$ cat src/logic/dcf_pkg.sv
// constants shared by the dual clock fifo core, its checker, the pin partner and the bench
// assumes a single fast system clock that oversamples both pin clocks
package dcf_pkg;

  // data path and offset field widths
  localparam int unsigned DATA_W = 18;
  localparam int unsigned OFS_W = 12;
  localparam int unsigned CNT_W = 13;

  // depth limits served by the logic
  localparam int unsigned DEPTH_MIN = 256;
  localparam int unsigned DEPTH_MAX = 4096;
  localparam int unsigned DEPTH_DEF = 256;

  // offset defaults per depth class
  localparam logic [11:0] OFS_DEF_256 = 12'h01f;
  localparam logic [11:0] OFS_DEF_512 = 12'h03f;
  localparam logic [11:0] OFS_DEF_BIG = 12'h07f;

  // read clock transitions before the first word falls through
  localparam logic [1:0] FT_TRANSITIONS = 2'h3;

  // pin pattern (first_load, read_expand_in, write_expand_in) picking fall-through
  localparam logic [2:0] FT_MODE_PINS = 3'h1;

  // avalon register byte addresses
  localparam logic [3:0] ADDR_STATUS = 4'h0;
  localparam logic [3:0] ADDR_OFFSETS = 4'h4;

  // status word field positions
  localparam int unsigned ST_COUNT_LSB = 0;
  localparam int unsigned ST_MODE_BIT = 16;
  localparam int unsigned ST_EMPTY_BIT = 17;
  localparam int unsigned ST_AE_BIT = 18;
  localparam int unsigned ST_HF_BIT = 19;
  localparam int unsigned ST_AF_BIT = 20;
  localparam int unsigned ST_FULL_BIT = 21;
  localparam int unsigned ST_RESET_BIT = 22;

  // offsets word field positions
  localparam int unsigned OF_EMPTY_LSB = 0;
  localparam int unsigned OF_FULL_LSB = 16;

  // offset default for a given depth
  function automatic logic [11:0] dcf_ofs_default(input int unsigned depth);
    logic [11:0] v;
    v = OFS_DEF_BIG;
    if (depth == 256) begin
      v = OFS_DEF_256;
    end else if (depth == 512) begin
      v = OFS_DEF_512;
    end
    return v;
  endfunction : dcf_ofs_default

endpackage : dcf_pkg

$ cat src/logic/dcf_fifo.sv
// 18-bit fifo with standard and fall-through timing and derived flags
// assumes pin clocks well below clk/2; registers reached over avalon-mm
//
// Overview of operation
// RQ1: timing mode is caught from three config pins while device reset is held
// RQ2: standard mode: a written word reaches the output only on a read
// RQ3: fall-through: first word appears after three read clock transitions
// RQ4: write enable low at write clock rise stores the word unless full
// RQ5: standard mode: empty flag goes high after the first write
// RQ6: standard mode: almost-empty high when count exceeds empty offset
// RQ7: standard mode: half-full low when count exceeds half the depth
// RQ8: standard mode: almost-full low when count reaches depth minus m
// RQ9: full offset defaults to 31, 63 or 127 by depth
// RQ10: standard mode: full flag low at depth words; writes then ignored
// RQ11: standard mode: reads from full release full, almost-full, half-full
// RQ12: empty offset defaults to 31, 63 or 127 by depth
// RQ13: standard mode: empty flag low after last read; reads then ignored
// RQ14: fall-through: output-ready low once the first word is presented
// RQ15: fall-through: almost-empty high from n plus two words
// RQ16: fall-through: half-full low from half depth plus two words
// RQ17: fall-through: almost-full low from depth plus one minus m
// RQ18: fall-through: input-ready high at depth plus one words, blocking writes
// RQ19: fall-through: reads from full release input-ready and partial flags
// RQ20: fall-through default almost-empty low within 32, 64 or 128 words
// RQ21: fall-through: output-ready high after last read; reads then ignored
// RQ22: load and write enable low write offsets, alternating empty then full
// RQ23: depth is a parameter from 256 to 4096; thresholds follow it
//
// Added by the designer: the Avalon-MM slave port and the register offsets.
`timescale 1ns/1ps
`default_nettype none
module dcf_fifo
  import dcf_pkg::*;
#(
  parameter int unsigned DEPTH = DEPTH_DEF
) (
  input wire logic clk,
  input wire logic rst_n,
  input wire logic device_reset_pin_n,
  input wire logic first_load_pin,
  input wire logic read_expand_in,
  input wire logic write_expand_in,
  input wire logic offset_load_n,
  input wire logic wr_clk_pin,
  input wire logic wr_en_n,
  input wire logic [DATA_W-1:0] data_in,
  input wire logic rd_clk_pin,
  input wire logic rd_en_n,
  output logic [DATA_W-1:0] data_out,
  output logic full_flag_n,
  output logic input_ready_n,
  output logic almost_full_flag_n,
  output logic half_full_flag_n,
  output logic almost_empty_flag_n,
  output logic empty_flag_n,
  output logic output_ready_n,
  output logic fall_through_mode,
  input wire logic [3:0] avs_address,
  input wire logic avs_read,
  input wire logic avs_write,
  input wire logic [31:0] avs_writedata,
  input wire logic [3:0] avs_byteenable,
  output logic [31:0] avs_readdata,
  output logic avs_waitrequest
);

  localparam int unsigned AW = $clog2(DEPTH);
  localparam logic [CNT_W-1:0] DEPTH_C = CNT_W'(DEPTH);
  localparam logic [CNT_W-1:0] HALF_C = CNT_W'(DEPTH / 2);
  localparam logic [OFS_W-1:0] OFS_DEF = dcf_ofs_default(DEPTH);

  // only power-of-two depths in the documented range are served
  if (DEPTH < DEPTH_MIN || DEPTH > DEPTH_MAX || (DEPTH & (DEPTH - 1)) != 0) begin : g_chk
    $error("dcf_fifo: DEPTH must be 256, 512, 1024, 2048 or 4096"); // [RQ23]
  end

  // pins pass the synchroniser bank; data rides with its clock
  localparam int unsigned SW = DATA_W + 9;
  logic [SW-1:0] s_lvl;
  logic [SW-1:0] s_rise;
  logic [SW-1:0] s_fall;

  dcf_pin_sync #(
    .W(SW)
  ) u_sync (
    .clk(clk),
    .rst_n(rst_n),
    .pin_in({data_in, device_reset_pin_n, first_load_pin, read_expand_in,
             write_expand_in, offset_load_n, wr_clk_pin, wr_en_n, rd_clk_pin, rd_en_n}),
    .level_out(s_lvl),
    .rise_out(s_rise),
    .fall_out(s_fall)
  );

  logic [DATA_W-1:0] din_s;
  logic dev_rst;
  logic cfg_fl;
  logic cfg_rxi;
  logic cfg_wxi;
  logic ld_n_s;
  logic wr_edge;
  logic wen_n_s;
  logic rd_edge;
  logic rd_trans;
  logic ren_n_s;

  assign din_s = s_lvl[SW-1 -: DATA_W];
  assign dev_rst = ~s_lvl[8];
  assign cfg_fl = s_lvl[7];
  assign cfg_rxi = s_lvl[6];
  assign cfg_wxi = s_lvl[5];
  assign ld_n_s = s_lvl[4];
  assign wr_edge = s_rise[3];
  assign wen_n_s = s_lvl[2];
  assign rd_edge = s_rise[1];
  assign rd_trans = s_rise[1] | s_fall[1];
  assign ren_n_s = s_lvl[0];

  // storage and pointers
  logic [DATA_W-1:0] mem [DEPTH];
  logic [AW-1:0] wptr_r;
  logic [AW-1:0] rptr_r;
  logic [CNT_W-1:0] mem_cnt_r;
  logic out_valid_r;
  logic [1:0] ft_cnt_r;
  logic [OFS_W-1:0] empty_ofs_r;
  logic [OFS_W-1:0] full_ofs_r;
  logic ofs_sel_r;
  logic mode_ft_r;
  logic [DATA_W-1:0] dout_r;

  logic push;
  logic pop;
  logic ofs_load;
  logic std_read;
  logic ft_read;
  logic ft_fall;
  logic [CNT_W-1:0] total;

  // writes stop once memory holds depth words; in fall-through the output
  // register adds the extra word, so depth plus one blocks too
  assign ofs_load = wr_edge & ~wen_n_s & ~ld_n_s & ~dev_rst; // [RQ22]
  assign push = wr_edge & ~wen_n_s & ld_n_s & ~dev_rst
                & (mem_cnt_r != DEPTH_C); // [RQ4] [RQ10] [RQ18]
  // reads with nothing stored are dropped
  assign std_read = ~mode_ft_r & rd_edge & ~ren_n_s & ld_n_s & (mem_cnt_r != '0); // [RQ2] [RQ13]
  assign ft_read = mode_ft_r & rd_edge & ~ren_n_s & ld_n_s & out_valid_r; // [RQ21]
  assign ft_fall = mode_ft_r & ~out_valid_r & (mem_cnt_r != '0) & rd_trans
                   & (ft_cnt_r == FT_TRANSITIONS - 2'h1); // [RQ3]
  assign pop = std_read | (ft_read & (mem_cnt_r != '0)) | ft_fall;
  assign total = mem_cnt_r + CNT_W'(mode_ft_r & out_valid_r);

  // mode capture while the device reset pin is held
  always_ff @(posedge clk or negedge rst_n) begin
    if (!rst_n) begin
      mode_ft_r <= 1'b0;
    end else if (dev_rst) begin
      mode_ft_r <= ({cfg_fl, cfg_rxi, cfg_wxi} == FT_MODE_PINS); // [RQ1]
    end
  end

  // memory array, no reset needed: pointers guard the contents
  always_ff @(posedge clk) begin
    if (push) begin
      mem[wptr_r] <= din_s; // [RQ4]
    end
  end

  // write pointer
  always_ff @(posedge clk or negedge rst_n) begin
    if (!rst_n) begin
      wptr_r <= '0;
    end else if (dev_rst) begin
      wptr_r <= '0;
    end else if (push) begin
      wptr_r <= wptr_r + AW'(1);
    end
  end

  // read pointer
  always_ff @(posedge clk or negedge rst_n) begin
    if (!rst_n) begin
      rptr_r <= '0;
    end else if (dev_rst) begin
      rptr_r <= '0;
    end else if (pop) begin
      rptr_r <= rptr_r + AW'(1);
    end
  end

  // stored word count; push and pop may land in one cycle
  always_ff @(posedge clk or negedge rst_n) begin
    if (!rst_n) begin
      mem_cnt_r <= '0;
    end else if (dev_rst) begin
      mem_cnt_r <= '0;
    end else if (push && !pop) begin
      mem_cnt_r <= mem_cnt_r + CNT_W'(1);
    end else if (pop && !push) begin
      mem_cnt_r <= mem_cnt_r - CNT_W'(1);
    end
  end

  // fall-through transition counter: runs only while a word waits
  always_ff @(posedge clk or negedge rst_n) begin
    if (!rst_n) begin
      ft_cnt_r <= '0;
    end else if (dev_rst || out_valid_r || mem_cnt_r == '0 || ft_fall) begin
      ft_cnt_r <= '0;
    end else if (mode_ft_r && rd_trans) begin
      ft_cnt_r <= ft_cnt_r + 2'h1; // [RQ3]
    end
  end

  // output register holds a word in fall-through mode
  always_ff @(posedge clk or negedge rst_n) begin
    if (!rst_n) begin
      out_valid_r <= 1'b0;
    end else if (dev_rst) begin
      out_valid_r <= 1'b0;
    end else if (ft_fall) begin
      out_valid_r <= 1'b1; // [RQ14]
    end else if (ft_read && mem_cnt_r == '0) begin
      out_valid_r <= 1'b0; // [RQ21]
    end
  end

  // output data bus; standard mode only moves it on a read
  always_ff @(posedge clk or negedge rst_n) begin
    if (!rst_n) begin
      dout_r <= '0;
    end else if (dev_rst) begin
      dout_r <= '0;
    end else if (pop) begin
      dout_r <= mem[rptr_r]; // [RQ2] [RQ3]
    end
  end
  assign data_out = dout_r;

  // offsets: load pin alternates empty then full; bus may also write them
  logic bus_ofs_wr;
  assign bus_ofs_wr = avs_write & ~avs_waitrequest & (avs_address == ADDR_OFFSETS);

  always_ff @(posedge clk or negedge rst_n) begin
    if (!rst_n) begin
      empty_ofs_r <= OFS_DEF;
      full_ofs_r <= OFS_DEF;
      ofs_sel_r <= 1'b0;
    end else if (dev_rst) begin
      empty_ofs_r <= OFS_DEF; // [RQ12] [RQ20]
      full_ofs_r <= OFS_DEF; // [RQ9]
      ofs_sel_r <= 1'b0;
    end else if (ofs_load) begin
      ofs_sel_r <= ~ofs_sel_r; // [RQ22]
      if (!ofs_sel_r) begin
        empty_ofs_r <= din_s[OFS_W-1:0];
      end else begin
        full_ofs_r <= din_s[OFS_W-1:0];
      end
    end else if (bus_ofs_wr) begin
      // a field moves only when both of its byte lanes are enabled
      if (avs_byteenable[1:0] == 2'h3) begin
        empty_ofs_r <= avs_writedata[OF_EMPTY_LSB +: OFS_W];
      end
      if (avs_byteenable[3:2] == 2'h3) begin
        full_ofs_r <= avs_writedata[OF_FULL_LSB +: OFS_W];
      end
    end
  end

  // thresholds in 14 bits so a large m never wraps below zero
  logic [CNT_W:0] tot_w;
  logic [CNT_W:0] ae_lim;
  logic [CNT_W:0] hf_lim;
  logic [CNT_W:0] af_sum;
  logic [CNT_W:0] af_lim;
  logic [CNT_W:0] full_lim;
  logic avail;
  logic is_full;

  assign tot_w = {1'b0, total};
  assign ae_lim = (CNT_W+1)'(empty_ofs_r) + (CNT_W+1)'(1) + (CNT_W+1)'(mode_ft_r); // [RQ6] [RQ15]
  assign hf_lim = {1'b0, HALF_C} + (CNT_W+1)'(1) + (CNT_W+1)'(mode_ft_r); // [RQ7] [RQ16]
  assign af_sum = tot_w + (CNT_W+1)'(full_ofs_r);
  assign af_lim = {1'b0, DEPTH_C} + (CNT_W+1)'(mode_ft_r); // [RQ8] [RQ17]
  assign full_lim = {1'b0, DEPTH_C} + (CNT_W+1)'(mode_ft_r); // [RQ10] [RQ18] [RQ23]
  assign avail = mode_ft_r ? out_valid_r : (mem_cnt_r != '0);
  assign is_full = (tot_w == full_lim);

  // flags follow the count one clk later; both encodings are always driven
  always_ff @(posedge clk or negedge rst_n) begin
    if (!rst_n) begin
      full_flag_n <= 1'b1;
      input_ready_n <= 1'b0;
      almost_full_flag_n <= 1'b1;
      half_full_flag_n <= 1'b1;
      almost_empty_flag_n <= 1'b0;
      empty_flag_n <= 1'b0;
      output_ready_n <= 1'b1;
    end else begin
      full_flag_n <= ~is_full; // [RQ10] [RQ11]
      input_ready_n <= is_full; // [RQ18] [RQ19]
      almost_full_flag_n <= ~(af_sum >= af_lim); // [RQ8] [RQ11] [RQ17] [RQ19]
      half_full_flag_n <= ~(tot_w >= hf_lim); // [RQ7] [RQ16]
      almost_empty_flag_n <= (tot_w >= ae_lim); // [RQ6] [RQ15] [RQ20]
      empty_flag_n <= avail; // [RQ5] [RQ13]
      output_ready_n <= ~avail; // [RQ14] [RQ21]
    end
  end

  // mode pin to the outside
  always_ff @(posedge clk or negedge rst_n) begin
    if (!rst_n) begin
      fall_through_mode <= 1'b0;
    end else begin
      fall_through_mode <= mode_ft_r;
    end
  end

  // avalon slave: one wait cycle, answer on the second edge of a request
  always_ff @(posedge clk or negedge rst_n) begin
    if (!rst_n) begin
      avs_waitrequest <= 1'b1;
    end else begin
      avs_waitrequest <= ~((avs_read | avs_write) & avs_waitrequest);
    end
  end

  // read data is captured in the wait cycle so it stands at the answer edge
  logic [31:0] status_word;
  always_comb begin
    status_word = '0;
    status_word[ST_COUNT_LSB +: CNT_W] = total;
    status_word[ST_MODE_BIT] = mode_ft_r;
    status_word[ST_EMPTY_BIT] = ~avail;
    status_word[ST_AE_BIT] = ~(tot_w >= ae_lim);
    status_word[ST_HF_BIT] = (tot_w >= hf_lim);
    status_word[ST_AF_BIT] = (af_sum >= af_lim);
    status_word[ST_FULL_BIT] = is_full;
    status_word[ST_RESET_BIT] = dev_rst;
  end

  always_ff @(posedge clk or negedge rst_n) begin
    if (!rst_n) begin
      avs_readdata <= '0;
    end else if (avs_read && avs_waitrequest) begin
      unique case (avs_address)
        ADDR_STATUS: begin
          avs_readdata <= status_word;
        end
        ADDR_OFFSETS: begin
          avs_readdata <= {4'h0, full_ofs_r, 4'h0, empty_ofs_r};
        end
        default: begin
          avs_readdata <= '0; // unmapped reads return zero
        end
      endcase
    end
  end

endmodule : dcf_fifo
`default_nettype wire

$ cat src/logic/dcf_pin_sync.sv
// two-flop synchroniser bank with edge detection per bit
// assumes every pin bit is asynchronous to clk and slower than clk/2
`timescale 1ns/1ps
`default_nettype none
module dcf_pin_sync #(
  parameter int unsigned W = 1
) (
  input wire logic clk,
  input wire logic rst_n,
  input wire logic [W-1:0] pin_in,
  output logic [W-1:0] level_out,
  output logic [W-1:0] rise_out,
  output logic [W-1:0] fall_out
);

  logic [W-1:0] meta_r;
  logic [W-1:0] sync_r;
  logic [W-1:0] prev_r;

  // per bit: first stage feeds only the second; edges come from later stages
  for (genvar i = 0; i < W; i++) begin : g_bit
    always_ff @(posedge clk or negedge rst_n) begin
      if (!rst_n) begin
        meta_r[i] <= 1'b0;
        sync_r[i] <= 1'b0;
        prev_r[i] <= 1'b0;
      end else begin
        meta_r[i] <= pin_in[i];
        sync_r[i] <= meta_r[i];
        prev_r[i] <= sync_r[i];
      end
    end
    assign level_out[i] = sync_r[i];
    assign rise_out[i] = sync_r[i] & ~prev_r[i];
    assign fall_out[i] = ~sync_r[i] & prev_r[i];
  end

endmodule : dcf_pin_sync
`default_nettype wire

$ cat config.mk
export PLATFORM = sky130hd
export DESIGN_NAME = dcf_fifo
export DESIGN_NICKNAME = d
export VERILOG_FILES = /design/src/logic/dcf_pkg.sv /design/src/logic/dcf_fifo.sv /design/src/logic/dcf_pin_sync.sv
export SDC_FILE = /design/constraint.sdc
export NUM_CORES = 2
export LEC_CHECK = 0
export BUFFER_PORTS_ARGS = -buffer_cell sky130_fd_sc_hd__buf_2
export CAP_MARGIN = 20
export CORE_ASPECT_RATIO = 1.1
export CORE_UTILIZATION = 45
export CTS_CLUSTER_SIZE = 12
export DETAILED_ROUTE_END_ITERATION = 6
export PLACE_DENSITY = 0.61
export SYNTH_ARGS = -nofsm -noshare
export SYNTH_HDL_FRONTEND = slang
export SYNTH_MEMORY_MAX_BITS = 65536
export SYNTH_SLANG_ARGS = --single-unit
$ cat constraint.sdc
create_clock -name clk -period 11.2 [get_ports clk]
set_clock_uncertainty 0.1 [all_clocks]
set_input_delay 0.56 -clock clk [delete_from_list [all_inputs] [get_ports clk]]
set_output_delay 0.56 -clock clk [all_outputs]
set_load 0.05 [all_outputs]
Word-level counts from Yosys, hierarchy flattened
Memories as Yosys holds them, arrays and structs flattened.
Index checks and enable logic that the tools add are counted.

cells by class
  reduce and logical (&&, ||, !) cells = 16
  $lt $le $gt $ge = 3
  multiplexer cells = 30
  eq/ne operators = 17
  bitwise logic cells = 47
  $add $sub $neg = 11

operators with widths
  cell                     count
  $mux W12                 10
  $pmux W28 S2             1
  $mux W13                 3
  $mux W18                 2
  $mux W8                  4
  $and A1 B1 Y1            26
  $ne A3 B3 Y1 const B     7
  $not A1 Y1               17
  $add A8 B1 Y8 const B    2
  $add A13 B1 Y14          1
  $add A13 B12 Y14         1
  $ge A13 B14 Y1           1
  $ge A14 B10 Y1           1
  $add A12 B1 Y13 const B  1
  $add A13 B1 Y13          1
  $add A13 B1 Y13 const B  1
  $eq A13 B10 Y1           1
  $ge A13 B9 Y1            1
  $logic_not A13 Y1        1
  $ne A13 B9 Y1 const B    1
  $reduce_bool A13 Y1      1
  $sub A13 B1 Y13 const B  1
  $add A9 B1 Y10 const A   1
  $add A8 B1 Y9 const A    1
  14 further kinds         37

word-level totals
  register bits = 173
  output and inout bits = 59
  logic and storage cells = 201
  memories kept = 1
  input port bits = 71
  memory bits (writable) = 4608

memories
  name  depth  bits a word  read ports  clocked after memory_dff  write ports  RTL line         RTL
  mem   256    18           1           0                         1            dcf_fifo.sv:120  logic [DATA_W-1:0] mem [DEPTH];

Logic depth before layout (Yosys ltp)
  depth after elaboration = 13
  gate-level depth with buffers = 18
  mapped depth without buffers = 17

Modules after synthesis
From an unflattened synthesis, not the netlist that was laid out.

unflattened totals
  cells, all modules = 9349
  area, all modules = 187183.3 sq um

by module, submodules not included
  module        seq. area each (sq um)  area each (sq um)  times used  cells an instance
  dcf_fifo      141144.1                184683.4           1           9214
  dcf_pin_sync  2026.9                  2499.9             1           135

Worst setup path after synthesis
OpenSTA, ideal clock, no wires.

  kind = register to register
  start point = register mem_cnt_r[4]
  end point = register mem_cnt_r[11]
  setup time = 0.132 ns
  cell stages (with the launch flop) = 17
  path slack = 7.016 ns
  path buffers = 1
  period minus slack after synthesis = 4.184 ns
  arrival time = 3.953 ns
  data required time = 10.968 ns
  path through = dfrtp_1 -> or4_1 -> or4_4 -> and2_1 -> buf_4 -> inv_2 -> ha_1 -> inv_1 -> ha_1 -> a21o_1 -> a21o_1 -> a2111oi_0 -> o31ai_1 -> o211ai_1 -> xnor2_1 -> mux2i_1 -> nor2_1

on the way
  cells in the longest elaborated chain, start to end = 9
  elaborated cells between the ends (all ways) = 20
  those cells by class = 2 x add/sub; 2 x eq/ne; 3 x mux; 8 x bitwise; 5 x reduce/logical

ends and longest elaborated chain
  what                                                                     RTL line         RTL
  start: declaration                                                       dcf_fifo.sv:123  logic [CNT_W-1:0] mem_cnt_r;
  start signal: assignment                                                 dcf_fifo.sv:198  mem_cnt_r <= mem_cnt_r + CNT_W'(1);
  start signal: assignment                                                 dcf_fifo.sv:200  mem_cnt_r <= mem_cnt_r - CNT_W'(1);
  parallel branches: the longest is 9 deep, another holds $sub A13 B1 Y13  n/a

Parallel ways; which one is timed is not known. The select of a mux whose other input is x is not followed.
A chain may end at the register's enable or synchronous reset.

Worst setup path after layout
  start point = register rptr_r[2]
  end point = register dout_r[10] (netlist: data_out[10])

on the way
  cells in the longest elaborated chain, start to end = 3

ends and longest elaborated chain
  what                      RTL line         RTL
  start: declaration        dcf_fifo.sv:122  logic [AW-1:0] rptr_r;
  start signal: assignment  dcf_fifo.sv:187  rptr_r <= rptr_r + AW'(1);
  $mem_v2 Z256 W18          n/a
  $mux W18                  dcf_fifo.sv:234  end else if (pop) begin
  $mux W18                  dcf_fifo.sv:232  end else if (dev_rst) begin
  end signal: assignment    dcf_fifo.sv:235  dout_r <= mem[rptr_r];
  end: declaration          dcf_fifo.sv:130  logic [DATA_W-1:0] dout_r;

No other way between the ends. The select of a mux whose other input is x is not followed.

==> impl_results.md <==
- Most used DFF post-synth: edfxtp_1
- CTS clk-pin slew, worst paths: 0.07 ns
- Maxcap violations: 0
- CP Launch Type: flop
- Tcrit/Tclk final: 0.540
- Die Y-Extent: 677 µm
- Root buf cell: clkbuf_16
- Mean post-synth cell area: 20.2 µm²
- DIE WIDTH: slightly above 600 µm
- Vias per inst: 6.31
- Worst skew pair latency: 1.03 ns
- Global-route wire length before repair: approximately 770000 µm
- Crit end category: flop
- Synth-to-layout area growth: 12.7%
- Setup TNS: 0 ns
- DRC Markers: 0
- Final setup fails: 0
- Die area: 0.416 mm²
- CTS Sinks: 4774
- H-tree Lvls: 5
- Core area: 0.412 mm²
- CP Max Fanout: 46
- Period minus WS final: 6.04 ns
- Worst path required time: roughly 12 ns
- CTS Buf Count: ~470
- Fin nets: 9931
- Unique cell type count in the Yosys netlist: 86
- Initial antenna violation count: 37
- Post-CTS Setup Repair Bufs: 0
- Post-synth EDFFs: 4608
- Layout cell share with drive strength beyond 1: 0.233
- Post-CTS Resized: 0
- Power Total: 35.1 mW
- Vias: 98527
- GRT Total Usage: 0.262
- Initial Util: 0.452
- Vias in the first global route: 97034
- Worst slew pin tran: roughly 1.4 ns
- Largest net degree at the start of global routing: 193
- Unrepaired setup endpoints after global routing: false
- #FFs+latches synth: around 4800
- Slew Viols, Final: 0
- # rows: 247
- Peak VDD IR: 0.136 mV
- PwrDens: 167 mW/mm²
- GPL Wtd Cong: 0.885
- Final WL: 556000 µm
- Synth top area share: 0.743
- Most frequent cell after synthesis: edfxtp_1
- Grt ovf: 0
- Top cells by area, synth: edfxtp_1, mux4_2, mux2i_1, dfrtp_1, o221ai_1
- Max frequency: 0.165 GHz
- Final ANT Viol Nets: 0
- Gate Count Post-Synth: 9215
- Class of the worst hold path: input pin to flop
- Crit path DAT: roughly 7 ns
- Sequential area share after synthesis: 0.765
- CTS tree: yes
- Port Buffers: 114
- Drt wl/cell: between 30 and 40 µm
- Ports: 130
- Hold Vio Cnt, Final: 0
- Drt pass-1 iters: 6
- Outcome: finished clean
- DP Wirelength: 325000 µm
- Most frequent cells after synthesis: edfxtp_1, mux4_2, mux2i_1
- Clock buffer depth: 4
- Max_slew headroom: 0.0793
- Cell accounting for the most synthesized area: edfxtp_1
- Drt initial violations: about 14000
- Synth warn: 0
- CP Class: flop to flop
- Lkg Pwr: between 60 and 70 nW
- Synth Cell Area: 0.186 mm²
- Post-synth ARST share: 0.0348
==> where the power goes <==
| part | internal (mW) | switching, mW | leakage [nW] |
|---|---|---|---|
| Clock | 7.87 | 6.50 | 6.47 |
| Sequential | 19.6 | 0.0941 | 43.5 |
| Combinational | 0.347 | 0.684 | 13.9 |
==> logic make-up (layout without fill, tap and decap cells) <==
logic type	count (synthesis)	after routing	synth area share
XOR/XNOR	48	48	0.00226
AND/OR/NAND/NOR	1018	1018	0.0242
adder cells (fa/ha/maj)	53	53	0.00364
other	1	33	0.0000201
buffers and inverters	572	1462	0.0185
multiplexers	1589	1589	0.143
AO/OA/AOI/OAI	1160	1160	0.0428
flip-flops	4774	4774	0.765
==> cell type report <==
cell class / instances / area (µm²)
Multi-Input combinational cell: 3875 / 41200
Sequential cell: 4774 / 143000
Clock inverter: 105 / 743
Clock buffer: 667 / 12700
Timing Repair Buffer: 660 / 5500
Inverter: 30 / 130
Tap cell: 5478 / 6850
Antenna cell: 26 / 65.1
Fill cell: 32516 / 202000
==> stage by stage <==
| stage | utilization | area [µm²] | hold WS (ns) | instances | setup slack, ns |
|---|---|---|---|---|---|
| floorplan | - | 186000 | 0.164 | 9221 | 7.02 |
| global placement | 0.474 | 195000 | 0.234 | 14714 | 5.40 |
| detailed placement | 0.475 | 195000 | 0.235 | 14740 | 5.41 |
| CTS | 0.509 | 210000 | 0.0115 | 15572 | 5.39 |
| global route | 0.510 | 210000 | 0.0512 | 15592 | 5.27 |
| finish | 0.510 | 210000 | 0.0472 | 15615 | 5.16 |
==> metal layers <==
layer  vias up  routed length (µm)  track usage
met5         -                 138            0
met3      1031               56600       0.0560
li1      39393                   -            -
met4        22               28600        0.120
met1     52489              205000        0.345
met2      5592              266000        0.421
==> final timing paths <==
check                                                       to  depth (start not counted)  slack (ns)                       start
worst max-delay path                  data_out[10]$_DFFE_PN0P_                         10        5.16       rptr_r[2]$_DFFE_PN0P_
worst min-delay path               empty_ofs_r[11]$_DFFE_PN0P_                          5        0.05           avs_byteenable[0]
worst max register to register        data_out[10]$_DFFE_PN0P_                         10        5.16       rptr_r[2]$_DFFE_PN0P_
worst min register to register   u_sync.level_out[2]$_DFF_PN0_                          0        0.25  u_sync.meta_r[2]$_DFF_PN0_
max in group asynchronous       u_sync.level_out[26]$_DFF_PN0_                          4        8.92                       rst_n
min in group asynchronous          avs_readdata[6]$_DFFE_PN0P_                          2        0.09                       rst_n
==> flip-flops by register name, indices dropped and copies added (netlist names), 8 cells and up <==
register	count
u_sync.meta_r	27
full_ofs_r	12
mem_cnt_r	13
wptr_r	8
avs_readdata	25
data_out	18
empty_ofs_r	12
mem	4608
u_sync.level_out	27
rptr_r	8
==> layout by cell type, fill, tap and decap left out, types with 169 or more instances in the layout <==
cell type,Yosys,final
edfxtp_1,4608,4608
mux4_2,858,858
mux2i_1,720,720
clkbuf_16,0,472
buf_4,57,427
nor2_2,2,253
a21oi_1,241,241
nand2_1,239,226
o221ai_1,215,215
clkbuf_1,235,180
o22ai_1,176,176
nor2_1,439,169
==> worst max-delay path, cell delays in order, from the launching register on <==
cell      delay, ns
dfrtp_4        0.93
buf_4          0.68
inv_8          0.37
nor2_4         0.67
buf_4          0.64
buf_4          0.42
a22oi_1        0.25
a21oi_1        0.67
nor4_1         0.24
a211o_1        0.51
a221oi_1       0.34
==> timing repair <==
action | 4_1_cts | 5_1_grt
endpoints found under the hold margin | 156 | 1
setup endpoints to repair | 0 | 0
hold buffers | 60 | 2
Note: power is estimated with default switching activity, not from simulation.
